## src/logic/dma_flag_pkg.sv

```systemverilog
// Shared constants and types for the DMA channel event flag bank.
package dma_flag_pkg;

    // Number of DMA channels served by the flag bank.
    localparam int NUM_CH   = 3;
    // Flag bits per channel group.
    localparam int GROUP_W  = 4;
    // Width of the whole flag word.
    localparam int FLAG_W   = NUM_CH * GROUP_W;
    // Register bus widths.
    localparam int ADDR_W   = 8;
    localparam int DATA_W   = 32;
    // Unused upper bits of a register word, which read as zero.
    localparam int PAD_W    = DATA_W - FLAG_W;
    // Width of a channel's programmed transfer count.
    localparam int COUNT_W  = 16;

    // Register byte offsets.
    localparam logic [ADDR_W-1:0] STATUS_OFS   = 8'h00;
    localparam logic [ADDR_W-1:0] CLEAR_OFS    = 8'h04;
    localparam logic [ADDR_W-1:0] IRQ_STAT_OFS = 8'h08;
    localparam logic [ADDR_W-1:0] IRQ_MASK_OFS = 8'h0C;

    // Reset value of every flag word.
    localparam logic [FLAG_W-1:0]  FLAGS_RESET = 12'h000;
    // Reset value of the read data register.
    localparam logic [DATA_W-1:0]  DATA_RESET  = 32'h0000_0000;
    // Transfer count at which the half-transfer event is suppressed.
    localparam logic [COUNT_W-1:0] COUNT_ONE   = 16'h0001;

    // Event pulses from one channel's transfer engine.
    typedef struct packed {
        logic error;     // Transfer error on this channel.
        logic half;      // Half of the transfer has been moved.
        logic complete;  // The transfer has ended.
    } ch_event_t;

    // One channel's flag group, highest bit first.
    typedef struct packed {
        logic transfer_error_flag;
        logic half_transfer_flag;
        logic transfer_complete_flag;
        logic channel_any_event_flag;
    } flag_group_t;

    // Reset value of a flag group.
    localparam flag_group_t GROUP_RESET = 4'h0;

    // Whole state of the register bank.
    typedef struct packed {
        logic [DATA_W-1:0] rd_data;     // Read data, valid one cycle.
        logic [FLAG_W-1:0] irq_status;  // Sticky interrupt causes.
        logic [FLAG_W-1:0] irq_mask;    // Interrupt enables.
        logic              irq;         // Interrupt line.
    } bank_state_t;

    // Reset value of the bank state.
    localparam bank_state_t BANK_RESET = '{
        rd_data:    DATA_RESET,
        irq_status: FLAGS_RESET,
        irq_mask:   FLAGS_RESET,
        irq:        1'b0
    };

endpackage

```

## src/logic/channel_flag_group.sv

```systemverilog
`timescale 1ns/100ps
// Sticky event flags of one DMA channel.
module channel_flag_group (
    input  wire logic                            clock,
    input  wire logic                            sys_rst,
    input  wire logic                            clk_en,
    input  wire dma_flag_pkg::ch_event_t         events,
    input  wire logic [dma_flag_pkg::COUNT_W-1:0] remaining_transfer_count,
    input  wire dma_flag_pkg::flag_group_t       clear_bits,
    output dma_flag_pkg::flag_group_t            flags,
    output dma_flag_pkg::flag_group_t            set_pulses
);

    // Registered flag group and its next value.
    dma_flag_pkg::flag_group_t state_r;
    dma_flag_pkg::flag_group_t state_nxt;
    // Effective clear mask after the global clear is folded in.
    dma_flag_pkg::flag_group_t clr_mask;
    // Half event gated by the transfer count.
    logic                      half_ok;

    ////////////////////////////////////////////////////////////////////////
    // Next-state logic.
    always_comb begin
        half_ok = events.half && (remaining_transfer_count != dma_flag_pkg::COUNT_ONE);
        set_pulses.transfer_error_flag = events.error;
        set_pulses.half_transfer_flag = half_ok;
        set_pulses.transfer_complete_flag = events.complete;
        set_pulses.channel_any_event_flag = events.error || half_ok || events.complete;
        if (clear_bits.channel_any_event_flag) begin
            clr_mask = '1;
        end else begin
            clr_mask = clear_bits;
        end
        state_nxt = (state_r & ~clr_mask) | set_pulses;
    end

    ////////////////////////////////////////////////////////////////////////
    // Flag register; it freezes while the clock enable is low.
    always_ff @(posedge clock or posedge sys_rst) begin
        if (sys_rst) begin
            state_r <= dma_flag_pkg::GROUP_RESET;
        end else if (clk_en) begin
            state_r <= state_nxt;
        end
    end

    // The flags leave the group straight from the register.
    assign flags = state_r;

endmodule

```

## src/logic/dma_event_status_flags.sv

```systemverilog
`timescale 1ns/100ps
// Function
// - Four flag bits per channel, reserved above
// - Error event sets sticky error flag
// - Half event sets sticky half flag
// - Complete event sets sticky complete flag
// - Any event but a half event at count one sets channel combined flag
// - Flags read-only, hardware-set, zero after reset
// - Only written ones in clear register clear
// - Zero has no effect; global clears its channel's group
// - Count of one never sets half flag
module dma_event_status_flags (
    input  wire logic                                        clock,
    input  wire logic                                        sys_rst,
    input  wire logic                                        clk_en,
    input  wire logic [dma_flag_pkg::ADDR_W-1:0]             bus_addr,
    input  wire logic [dma_flag_pkg::DATA_W-1:0]             bus_wr_data,
    input  wire logic                                        bus_wr_en,
    input  wire logic                                        bus_rd_en,
    input  wire dma_flag_pkg::ch_event_t [dma_flag_pkg::NUM_CH-1:0] ch_events,
    input  wire logic [dma_flag_pkg::NUM_CH-1:0][dma_flag_pkg::COUNT_W-1:0]
                                                             remaining_transfer_count,
    output logic [dma_flag_pkg::DATA_W-1:0]                  bus_rd_data,
    output logic                                             irq
);

    ////////////////////////////////////////////////////////////////////////
    // Declarations.

    // Whole registered state of the bank.
    dma_flag_pkg::bank_state_t state_r;
    // Next value of the bank state.
    dma_flag_pkg::bank_state_t state_nxt;

    // Flag word as assembled from the channel groups.
    logic [dma_flag_pkg::FLAG_W-1:0] event_status_register;
    // Set pulses of all channels, same layout as the flag word.
    logic [dma_flag_pkg::FLAG_W-1:0] set_vector;
    // Clear bits taken from a write to the clear register.
    logic [dma_flag_pkg::FLAG_W-1:0] event_flag_clear_register;

    // Address decode strobes.
    logic wr_clear;      // Write to the flag clear register.
    logic wr_mask;       // Write to the interrupt mask register.
    logic rd_irq_stat;   // Read of the interrupt status register.

    ////////////////////////////////////////////////////////////////////////
    // Address decode.

    // The event status register is read-only, so a write to its offset
    // decodes to nothing at all. Writes to unmapped offsets are dropped
    // in the same way; the slave never stalls the master.
    always_comb begin
        wr_clear    = bus_wr_en && (bus_addr == dma_flag_pkg::CLEAR_OFS);
        // The mask register is plain read/write.
        wr_mask     = bus_wr_en && (bus_addr == dma_flag_pkg::IRQ_MASK_OFS);
        // Reading the interrupt status clears it.
        rd_irq_stat = bus_rd_en && (bus_addr == dma_flag_pkg::IRQ_STAT_OFS);
    end

    // Only written ones reach the flag groups; a zero bit leaves its
    // flag alone, and the reserved upper data bits are ignored.
    always_comb begin
        if (wr_clear) begin
            event_flag_clear_register = bus_wr_data[dma_flag_pkg::FLAG_W-1:0];
        end else begin
            event_flag_clear_register = dma_flag_pkg::FLAGS_RESET;
        end
    end

    ////////////////////////////////////////////////////////////////////////
    // Channel flag groups.

    // One group per channel. Channel 0 sits in the lowest nibble and each
    // following channel one nibble higher. The groups hold the only copy
    // of the flags, so software has no path to set them.
    for (genvar ch = 0; ch < dma_flag_pkg::NUM_CH; ch++) begin : g_ch
        // Flags of this channel.
        dma_flag_pkg::flag_group_t grp_flags;
        // Set pulses of this channel.
        dma_flag_pkg::flag_group_t grp_sets;

        channel_flag_group u_group (
            .clock                    (clock),
            .sys_rst                  (sys_rst),
            .clk_en                   (clk_en),
            .events                   (ch_events[ch]),
            .remaining_transfer_count (remaining_transfer_count[ch]),
            .clear_bits               (event_flag_clear_register[
                                           ch*dma_flag_pkg::GROUP_W +:
                                           dma_flag_pkg::GROUP_W]),
            .flags                    (grp_flags),
            .set_pulses               (grp_sets)
        );

        assign event_status_register[ch*dma_flag_pkg::GROUP_W +:
                                     dma_flag_pkg::GROUP_W] = grp_flags;
        // The interrupt causes share the same layout.
        assign set_vector[ch*dma_flag_pkg::GROUP_W +:
                          dma_flag_pkg::GROUP_W] = grp_sets;
    end

    ////////////////////////////////////////////////////////////////////////
    // Next-state logic of the register bank.

    // All bank state is computed here and registered below. The read data
    // register holds a value only in the cycle after a read strobe and is
    // zero otherwise, so a stale word never lingers on the bus.
    always_comb begin
        // Start from the held state.
        state_nxt = state_r;

        // Read data: zero unless a read is under way.
        state_nxt.rd_data = dma_flag_pkg::DATA_RESET;
        if (bus_rd_en) begin
            unique case (bus_addr)
                dma_flag_pkg::STATUS_OFS: begin
                    state_nxt.rd_data = {{dma_flag_pkg::PAD_W{1'b0}},
                                         event_status_register};
                end
                // The clear register is write-only and reads as zero.
                dma_flag_pkg::CLEAR_OFS: begin
                    state_nxt.rd_data = dma_flag_pkg::DATA_RESET;
                end
                // Sticky interrupt causes as they stand before the clear.
                dma_flag_pkg::IRQ_STAT_OFS: begin
                    state_nxt.rd_data = {{dma_flag_pkg::PAD_W{1'b0}},
                                         state_r.irq_status};
                end
                // Interrupt enables read back as written.
                dma_flag_pkg::IRQ_MASK_OFS: begin
                    state_nxt.rd_data = {{dma_flag_pkg::PAD_W{1'b0}},
                                         state_r.irq_mask};
                end
                // Unmapped offsets answer with zero.
                default: begin
                    state_nxt.rd_data = dma_flag_pkg::DATA_RESET;
                end
            endcase
        end

        // Mask register write; bits above the flag word are dropped.
        if (wr_mask) begin
            state_nxt.irq_mask = bus_wr_data[dma_flag_pkg::FLAG_W-1:0];
        end

        // Interrupt status: a read clears it, but an event arriving in the
        // very cycle of the read is merged in after the clear so that it
        // still raises the line afterwards.
        if (rd_irq_stat) begin
            state_nxt.irq_status = dma_flag_pkg::FLAGS_RESET;
        end
        state_nxt.irq_status = state_nxt.irq_status | set_vector;

        // The line follows the next status and mask, so it comes from a
        // flip-flop yet stays in step with the registers it reflects.
        state_nxt.irq = |(state_nxt.irq_status & state_nxt.irq_mask);
    end

    ////////////////////////////////////////////////////////////////////////
    // State register.

    // Asynchronous reset loads constants only. While the clock enable is
    // low nothing moves, including bus accesses, which are then lost; the
    // master is expected to keep the enable high around its accesses.
    always_ff @(posedge clock or posedge sys_rst) begin
        if (sys_rst) begin
            state_r <= dma_flag_pkg::BANK_RESET;
        end else if (clk_en) begin
            state_r <= state_nxt;
        end
    end

    ////////////////////////////////////////////////////////////////////////
    // Outputs, straight from the state register.

    // Read data of the previous cycle's read strobe.
    assign bus_rd_data = state_r.rd_data;
    // Level interrupt.
    assign irq         = state_r.irq;

endmodule

```

## config.mk

```make
export PLATFORM = sky130hd
export DESIGN_NAME = dma_event_status_flags
export DESIGN_NICKNAME = d
export VERILOG_FILES = /design/src/logic/dma_flag_pkg.sv /design/src/logic/channel_flag_group.sv /design/src/logic/dma_event_status_flags.sv
export SDC_FILE = /design/constraint.sdc
export NUM_CORES = 1
export LEC_CHECK = 0
export BUFFER_PORTS_ARGS = -buffer_cell sky130_fd_sc_hd__buf_2
export CAP_MARGIN = 20
export CORE_MARGIN = 2
export CORE_UTILIZATION = 42
export CTS_CLUSTER_DIAMETER = 60
export DETAILED_ROUTE_END_ITERATION = 7
export HOLD_SLACK_MARGIN = 0.08
export PLACE_DENSITY = 0.83
export SLEW_MARGIN = 30
export SYNTH_ARGS = -nofsm -noshare
export SYNTH_HDL_FRONTEND = slang
export SYNTH_HIERARCHICAL = 1
export SYNTH_SLANG_ARGS = --single-unit
```

## constraint.sdc

```tcl
create_clock -name clock -period 1.3 [get_ports clock]
set_input_delay 0.195 -clock clock [delete_from_list [all_inputs] [get_ports clock]]
set_output_delay 0.195 -clock clock [all_outputs]
set_load 0.01 [all_outputs]
```

==> metrics.txt, run 1 <==
result of the run complete, but fails checks; violated checks negative setup slack; die area 8320 µm²; max-slew headroom at the worst pin 0.616; Commonest cells post-synth sky130_fd_sc_hd__dfrtp_1 (49), sky130_fd_sc_hd__buf_4 (42), sky130_fd_sc_hd__inv_1 (30), sky130_fd_sc_hd__mux2_2 (20), sky130_fd_sc_hd__a22o_1 (18); cell leakage power just over 0.002 µW; hold violation total from the final report 0; fin crit share 1.38; combined buffer and inverter count along the critical path 3; area delta synth->final 34.2%; largest net degree at the start of global routing 31; Clock Root Buffer sky130_fd_sc_hd__clkbuf_8; kind of start point of the critical path input port; clock latency on the worst-skew pair a little over 0.3 ns; sum of overflow across all layers after global routing 0; overall die width just over 90 µm; number of placement rows 31; part of the Yosys area used for sequential elements 0.384; number of global-route vias before repair roughly 3100; Max rail drop VDD between 0.4 and 0.5 mV; number of distinct standard cells referenced by the synthesized netlist 38; H-tree level count 2; Cell Area, Synth roughly 3200 µm²; leading register cell type out of synthesis sky130_fd_sc_hd__dfrtp_1; classification of the worst-slack hold path input port to flop; area leader, netlist sky130_fd_sc_hd__dfrtp_1; Boundary Pins between 100 and 150; final core utilization 0.588; cell types occupying the most area after synthesis sky130_fd_sc_hd__dfrtp_1 (38%), sky130_fd_sc_hd__buf_4 (9.9%), sky130_fd_sc_hd__mux2_2 (7.1%), sky130_fd_sc_hd__a22o_1 (4.9%), sky130_fd_sc_hd__inv_1 (3.5%); count of max-cap constraint violations 0; Crit path arrival time between 1.5 and 2 ns; initial standard-cell utilization of the core 0.438; fin crit period ~1.8 ns; Crit Path Category input port to flop; dominant delay contributor by cell family on the critical path simple AND/OR/NAND/NOR gates; share of layout cells above drive strength 1 0.507; Final WS setup -0.492 ns; detailed-route wire length 9940 µm; unrepaired setup endpoints after global routing yes; synthesized area divided by synthesized cell count 9.89 µm²; required time of the critical path roughly 1.5 ns; count of vias placed by the detailed router roughly 3200; Critical Path Slowest Stage Cell sky130_fd_sc_hd__or4b_4; Filler Cells Inserted about 590; CTS tree built; number of clock sinks seen by CTS 49; Cell Pwr Density 728 nW/µm²; maximum clock insertion buffer count 2; final estimated routing congestion in global placement 0.956; proportion of netlist area held by the largest area contributor 0.384; Final Cell Area between 4000 and 5000 µm²; total placed instance area ~3800 µm²; die extent in y a little over 90 µm; post-placement worst setup slack -0.825 ns; highest attainable clock frequency 558 MHz; via density per instance slightly below 6; initial antenna violation count 0; fraction of registers with async set/reset 1.00; Detail Route Antenna Nets 0; Gate Count Post-Synth around 320; number of register bits inferred by synthesis 49; violation count after the first detailed-route iteration between 200 and 300; TritonCTS Buffers 5; setup-violating endpoint count in the final report between 40 and 50; Worst setup EP type flop; Worst Tran Pin Value ~0.57 ns; total routing usage reported by global routing 0.229; clock skew roughly 0.0045 ns; Syn. warnings 6; detail-routed net length per standard cell 18.4 µm; Slowest Stage Delay on Critical Path between 0.5 and 0.6 ns; clock slew at the register clock pins of the worst setup and hold paths 0.09 ns; first-pass GRT wire length 15400 µm; total DRC errors in the routed layout 0; input/output buffers 94; Max Transition Viols Final 0; ordered list of cells on the worst path buf_6 > or4b_4 > o41ai_4 > inv_1 > inv_2 > a221oi_2 > nor4_2 > a41oi_1; crit path max fanout 4; Antenna Cells 0; sum of net half-perimeters after detailed placement 6670 µm; area of the core 7290 µm²; net count of the finished layout approximately 540; most repeated cell in the gate-level netlist after synthesis sky130_fd_sc_hd__dfrtp_1; EDFF count, synth 0; DRT Pass-1 Iters 7
==> cell usage in the layout, fill, tap and decap left out, types with 3 or more instances in the layout <==
cell and count:
sky130_fd_sc_hd__buf_2 85, sky130_fd_sc_hd__dfrtp_1 49, sky130_fd_sc_hd__buf_4 38, sky130_fd_sc_hd__inv_1 29
sky130_fd_sc_hd__buf_6 21, sky130_fd_sc_hd__mux2_2 20, sky130_fd_sc_hd__conb_1 20, sky130_fd_sc_hd__a22o_1 18
sky130_fd_sc_hd__o21ai_1 14, sky130_fd_sc_hd__a22oi_1 12, sky130_fd_sc_hd__or4_4 11, sky130_fd_sc_hd__nand2_1 9
sky130_fd_sc_hd__o22ai_1 8, sky130_fd_sc_hd__or4_1 7, sky130_fd_sc_hd__and2_1 6, sky130_fd_sc_hd__o31a_1 6
sky130_fd_sc_hd__o221ai_1 6, sky130_fd_sc_hd__nor2_1 5, sky130_fd_sc_hd__o21ai_2 5, sky130_fd_sc_hd__clkbuf_8 5
sky130_fd_sc_hd__nand2_2 4, sky130_fd_sc_hd__o22ai_2 4, sky130_fd_sc_hd__o31ai_1 4, sky130_fd_sc_hd__a31oi_1 4
sky130_fd_sc_hd__nor3_4 3, sky130_fd_sc_hd__nand2_4 3, sky130_fd_sc_hd__nor4_1 3, sky130_fd_sc_hd__and2_4 3
sky130_fd_sc_hd__a221oi_1 3, sky130_fd_sc_hd__or4b_4 3, sky130_fd_sc_hd__o41ai_4 3, sky130_fd_sc_hd__buf_8 3
==> what timing repair did <==
| item | 4_1_cts | 5_1_grt |
|---|---|---|
| setup endpoints to repair | 49 | 44 |
| gates cloned | 2 | 1 |
| setup buffers | 2 | 12 |
| pin swaps | 18 | 27 |
| hold buffers | 1 | 0 |
| gates resized for setup | 36 | 32 |
| hold endpoints to repair | 49 | 0 |
==> logic make-up (layout without fill, tap and decap cells) <==
group,after synthesis,count (layout),synth area share
AO/OA/AOI/OAI,96,96,0.239
other,1,20,0.00117
flip-flops,49,49,0.384
AND/OR/NAND/NOR,66,69,0.138
buffers and inverters,89,186,0.161
multiplexers,22,22,0.0768
==> path summary, 6_finish.rpt <==
kind                                        startpoint                       end  slack, ns  cells after the start
max                        remaining_transfer_count[8]                       irq      -0.49                      8
min                                     bus_wr_data[8]                state_r[9]       0.14                      2
max reg2reg                                 state_r[3]                       irq       0.01                      4
min reg2reg                   g_ch[1].u_group/flags[3]  g_ch[1].u_group/flags[3]       0.52                      1
max in group asynchronous                      sys_rst               state_r[17]       0.45                      4
min in group asynchronous                      sys_rst  g_ch[1].u_group/flags[3]       0.36                      3
==> worst reg2reg max path: cells and delay by family, from the launching register on <==
kind               cells  cell delay [ns]
DFF                    1             0.45
and+or+nand+nor        1             0.25
AOI/OAI and AO/OA      3             0.45
==> layer usage <==
| layer | vias to the layer above | share of wire | GRT usage |
|---|---|---|---|
| li1 | 1385 | - | - |
| met1 | 1518 | 0.38 | 0.305 |
| met2 | 227 | 0.49 | 0.365 |
| met3 | 33 | 0.10 | 0.0490 |
| met4 | 0 | 0.027 | 0.0859 |
| met5 | - | 0 | 0 |
==> report_power, final <==
part | leakage (µW) | internal [µW] | total, µW | switching [µW]
clock network | 0.0000374 | 380 | 919 | 539
logic | 0.00144 | 304 | 639 | 334
registers | 0.000557 | 1540 | 1560 | 18.4
total | 0.00203 | 2230 | 3120 | 892
==> registers in the layout, indices dropped and copies added, names as in the netlist <==
signal              cells
g_ch.u_group/flags     12
state_r                24
bus_rd_data            12
irq                     1
==> stage by stage <==
stage | total power, µW | hold slack [ns] | setup TNS, ns | cells
final | 3120 | 0.144 | -10.72 | 541
after detailed placement | 2110 | 0.145 | -29.03 | 517
after CTS | 3060 | 0.153 | -5.68 | 529
after global placement | 2100 | 0.138 | -27.81 | 517
after floorplan | 1910 | -0.0389 | -20.36 | 342
after global routing | 3250 | 0.148 | -12.16 | 541
==> final cells by class <==
class / count / area, µm² / share of cell area
multi-input cells: 207 / 1730 / 0.404
clock inverters: 2 / 15.0 / 0.00350
flip-flops and latches: 49 / 1230 / 0.286
clock buffers: 6 / 72.6 / 0.0169
inverters: 30 / 113 / 0.0263
repair buffers: 148 / 1000 / 0.234
well taps: 99 / 124 / 0.0289
Power figures use the tool's default switching activity.
==> run 2: changes to the inputs <==
- ABC_AREA: default -> 1
- PLACE_DENSITY: 0.83 -> 0.82
==> metrics.txt, run 2 <==
Crit path arrival time between 1.5 and 2 ns; Critical R2R Capture irq; via density per instance just over 5; sum of net half-perimeters after detailed placement roughly 6700 µm; total DRC errors in the routed layout 0; Worst setup EP type flop; Final WS setup -0.0600 ns; total routing usage reported by global routing 0.210; leading register cell type out of synthesis sky130_fd_sc_hd__dfrtp_1; detailed-route wire length between 9000 and 10000 µm; kind of start point of the critical path input port; cell types occupying the most area after synthesis sky130_fd_sc_hd__dfrtp_1 (37%), sky130_fd_sc_hd__nand2_1 (16%), sky130_fd_sc_hd__buf_4 (11%), sky130_fd_sc_hd__nor2_1 (8.8%), sky130_fd_sc_hd__inv_1 (4.4%); share of layout cells above drive strength 1 0.321; die extent in y about 93 µm; EDFF count, synth 0; number of global-route vias before repair about 3200; number of distinct standard cells referenced by the synthesized netlist 28; top library cells by usage in the layout, fill and taps aside sky130_fd_sc_hd__nand2_1 (132), sky130_fd_sc_hd__buf_2 (90), sky130_fd_sc_hd__nor2_1 (74); most common library cell in the layout ignoring fill and taps sky130_fd_sc_hd__nand2_1; Cell Area, Synth about 3300 µm²; required time of the critical path around 1.5 ns; number of clock sinks seen by CTS 49; Commonest cells post-synth sky130_fd_sc_hd__nand2_1 (137), sky130_fd_sc_hd__nor2_1 (78), sky130_fd_sc_hd__dfrtp_1 (49), sky130_fd_sc_hd__buf_4 (47), sky130_fd_sc_hd__inv_1 (39); ordered list of cells on the worst path buf_2 > inv_2 > nand2_4 > nor2_4 > nand3_4 > buf_12 > nand2_2 > nand2_1 > nand2_1 > nand2_1 > nor2_1 > nand2_1 > nor2_2 > nor2_1; largest net degree at the start of global routing 41; count of vias placed by the detailed router between 3000 and 4000; Antenna Cells 0; initial antenna violation count 0; Clock Root Buffer sky130_fd_sc_hd__clkbuf_8; Worst setup endpoint irq; Slowest Stage Delay on Critical Path around 0.17 ns; number of placement rows 32; crit path max fanout 6; clock skew 0.00709 ns; synthesized area divided by synthesized cell count approximately 7 µm²; H-tree level count 2; Critical Path Slowest Stage Cell sky130_fd_sc_hd__buf_12; Max rail drop VDD between 0.4 and 0.5 mV; setup-violating endpoint count in the final report 1; cell with the most instances on the worst path sky130_fd_sc_hd__nand2_1; clock slew at the register clock pins of the worst setup and hold paths 0.09 ns; Gate Count Post-Synth 467; fin crit period ~1.4 ns; fraction of registers with async set/reset 1.00; overall die width 92.8 µm; initial standard-cell utilization of the core 0.431; fin crit share 1.05; Max Transition Viols Final 0; Crit Path Category input port to flop; part of the Yosys area used for sequential elements 0.370; area of the core 7690 µm²; timing startpoint of the critical path bus_addr[1]; violation count after the first detailed-route iteration 215; proportion of netlist area held by the largest area contributor 0.370; worst r2r src state_r[3]; cell leakage power 0.00218 µW; detail-routed net length per standard cell between 10 and 15 µm; register containing the most flip-flops in the final layout state_r; area leader, netlist sky130_fd_sc_hd__dfrtp_1; CTS tree built; Boundary Pins 135; result of the run complete, but fails checks; sum of overflow across all layers after global routing 0; Syn. warnings 6; most repeated cell in the gate-level netlist after synthesis sky130_fd_sc_hd__nand2_1; classification of the worst-slack hold path input port to flop; DRT Pass-1 Iters 8; clock latency on the worst-skew pair slightly above 0.3 ns; Register-to-Register Path Depth 8; count of max-cap constraint violations 0; die area approximately 8600 µm²; final estimated routing congestion in global placement ~0.84; area delta synth->final 26.6%; worst reg-to-reg setup slack 0.04 ns; net count of the finished layout roughly 670; Detail Route Antenna Nets 0; highest attainable clock frequency ~740 MHz; flip-flop count of the largest register after layout 24; overall power of the completed layout about 3200 µW; first-pass GRT wire length roughly 14000 µm; number of register bits inferred by synthesis 49; violated checks negative setup slack; input/output buffers 94; hold violation total from the final report 0; unrepaired setup endpoints after global routing yes; maximum clock insertion buffer count 2; TritonCTS Buffers 5; Final Hold Slack 0.141 ns; Cell Pwr Density just under 800 nW/µm²
[run 2: cell types whose count changed after synthesis, moves of 17 or more]
cell | before | now
sky130_fd_sc_hd__nor2_1 | 6 | 78
sky130_fd_sc_hd__mux2_2 | 20 | 0
sky130_fd_sc_hd__a31oi_1 | 4 | 21
sky130_fd_sc_hd__nand2_1 | 15 | 137
sky130_fd_sc_hd__nand3_1 | 1 | 29
[run 2: report_power, final]
group	internal, µW	switching [µW]
registers	1590	68.6
logic	264	371
clock network	424	524
total	2280	963
[run 2: critical path, delay by kind of cell]
kind | cells | cell delay [ns]
AND/OR/NAND/NOR | 11 | 1.02
buffers and inverters | 3 | 0.36
[run 2: cell families (layout without fill, tap and decap cells)]
group	Yosys count	after routing	share of synthesized area
flip-flops	49	49	0.370
AO/OA/AOI/OAI	45	45	0.100
AND/OR/NAND/NOR	271	271	0.353
buffers and inverters	101	182	0.175
other	1	20	0.00113
[run 2: what timing repair did]
action / 4_1_cts / 5_1_grt
pin swaps: 2 / 22
cloned: 0 / 3
setup endpoints to repair: 1 / 1
buffers inserted: 0 / 6
hold buffers: 1 / 0
gates resized for setup: 2 / 29
endpoints found under the hold margin: 15 / 0
[run 2: stage by stage]
stage / cell area (µm²) / worst slack [ns] / std cells / setup TNS, ns / utilization
after CTS: 3950 / 0.00764 / 660 / 0 / 0.513
after global placement: 3840 / -0.226 / 652 / -2.77 / 0.500
after detailed placement: 3840 / -0.352 / 652 / -4.88 / 0.500
after floorplan: 3390 / 0.00105 / 486 / 0 / -
final: 4190 / -0.0600 / 669 / -0.0600 / 0.546
after global routing: 4190 / -0.173 / 669 / -0.214 / 0.546
[run 2: layer usage]
layer,global-route usage,vias to the layer above,share of wire,routed length [µm]
met3,0.0407,38,0.092,878
met4,0.0674,0,0.041,392
met1,0.243,1548,0.36,3490
li1,-,1624,-,-
met5,0,-,0,0
met2,0.387,198,0.50,4830
[run 2: layout make-up]
type	instances	area, µm²
clock buffer	7	86.3
multi-input combinational	336	1680
inverter	41	156
tap	102	128
sequential	49	1230
timing repair buffer	134	921
fill	700	3490
[run 2: worst min-delay path by stage]
stage / startpoint / to / slack, ns / cells after the start
after floorplan: sys_rst / g_ch[0].u_group/flags[0] / -0.04 / 1
after global placement: sys_rst / g_ch[2].u_group/flags[0] / 0.16 / 2
after detailed placement: sys_rst / g_ch[2].u_group/flags[0] / 0.17 / 2
after CTS: ch_events[3] / g_ch[1].u_group/flags[1] / 0.14 / 2
after global routing: ch_events[3] / g_ch[1].u_group/flags[1] / 0.14 / 2
final: ch_events[3] / g_ch[1].u_group/flags[1] / 0.14 / 2
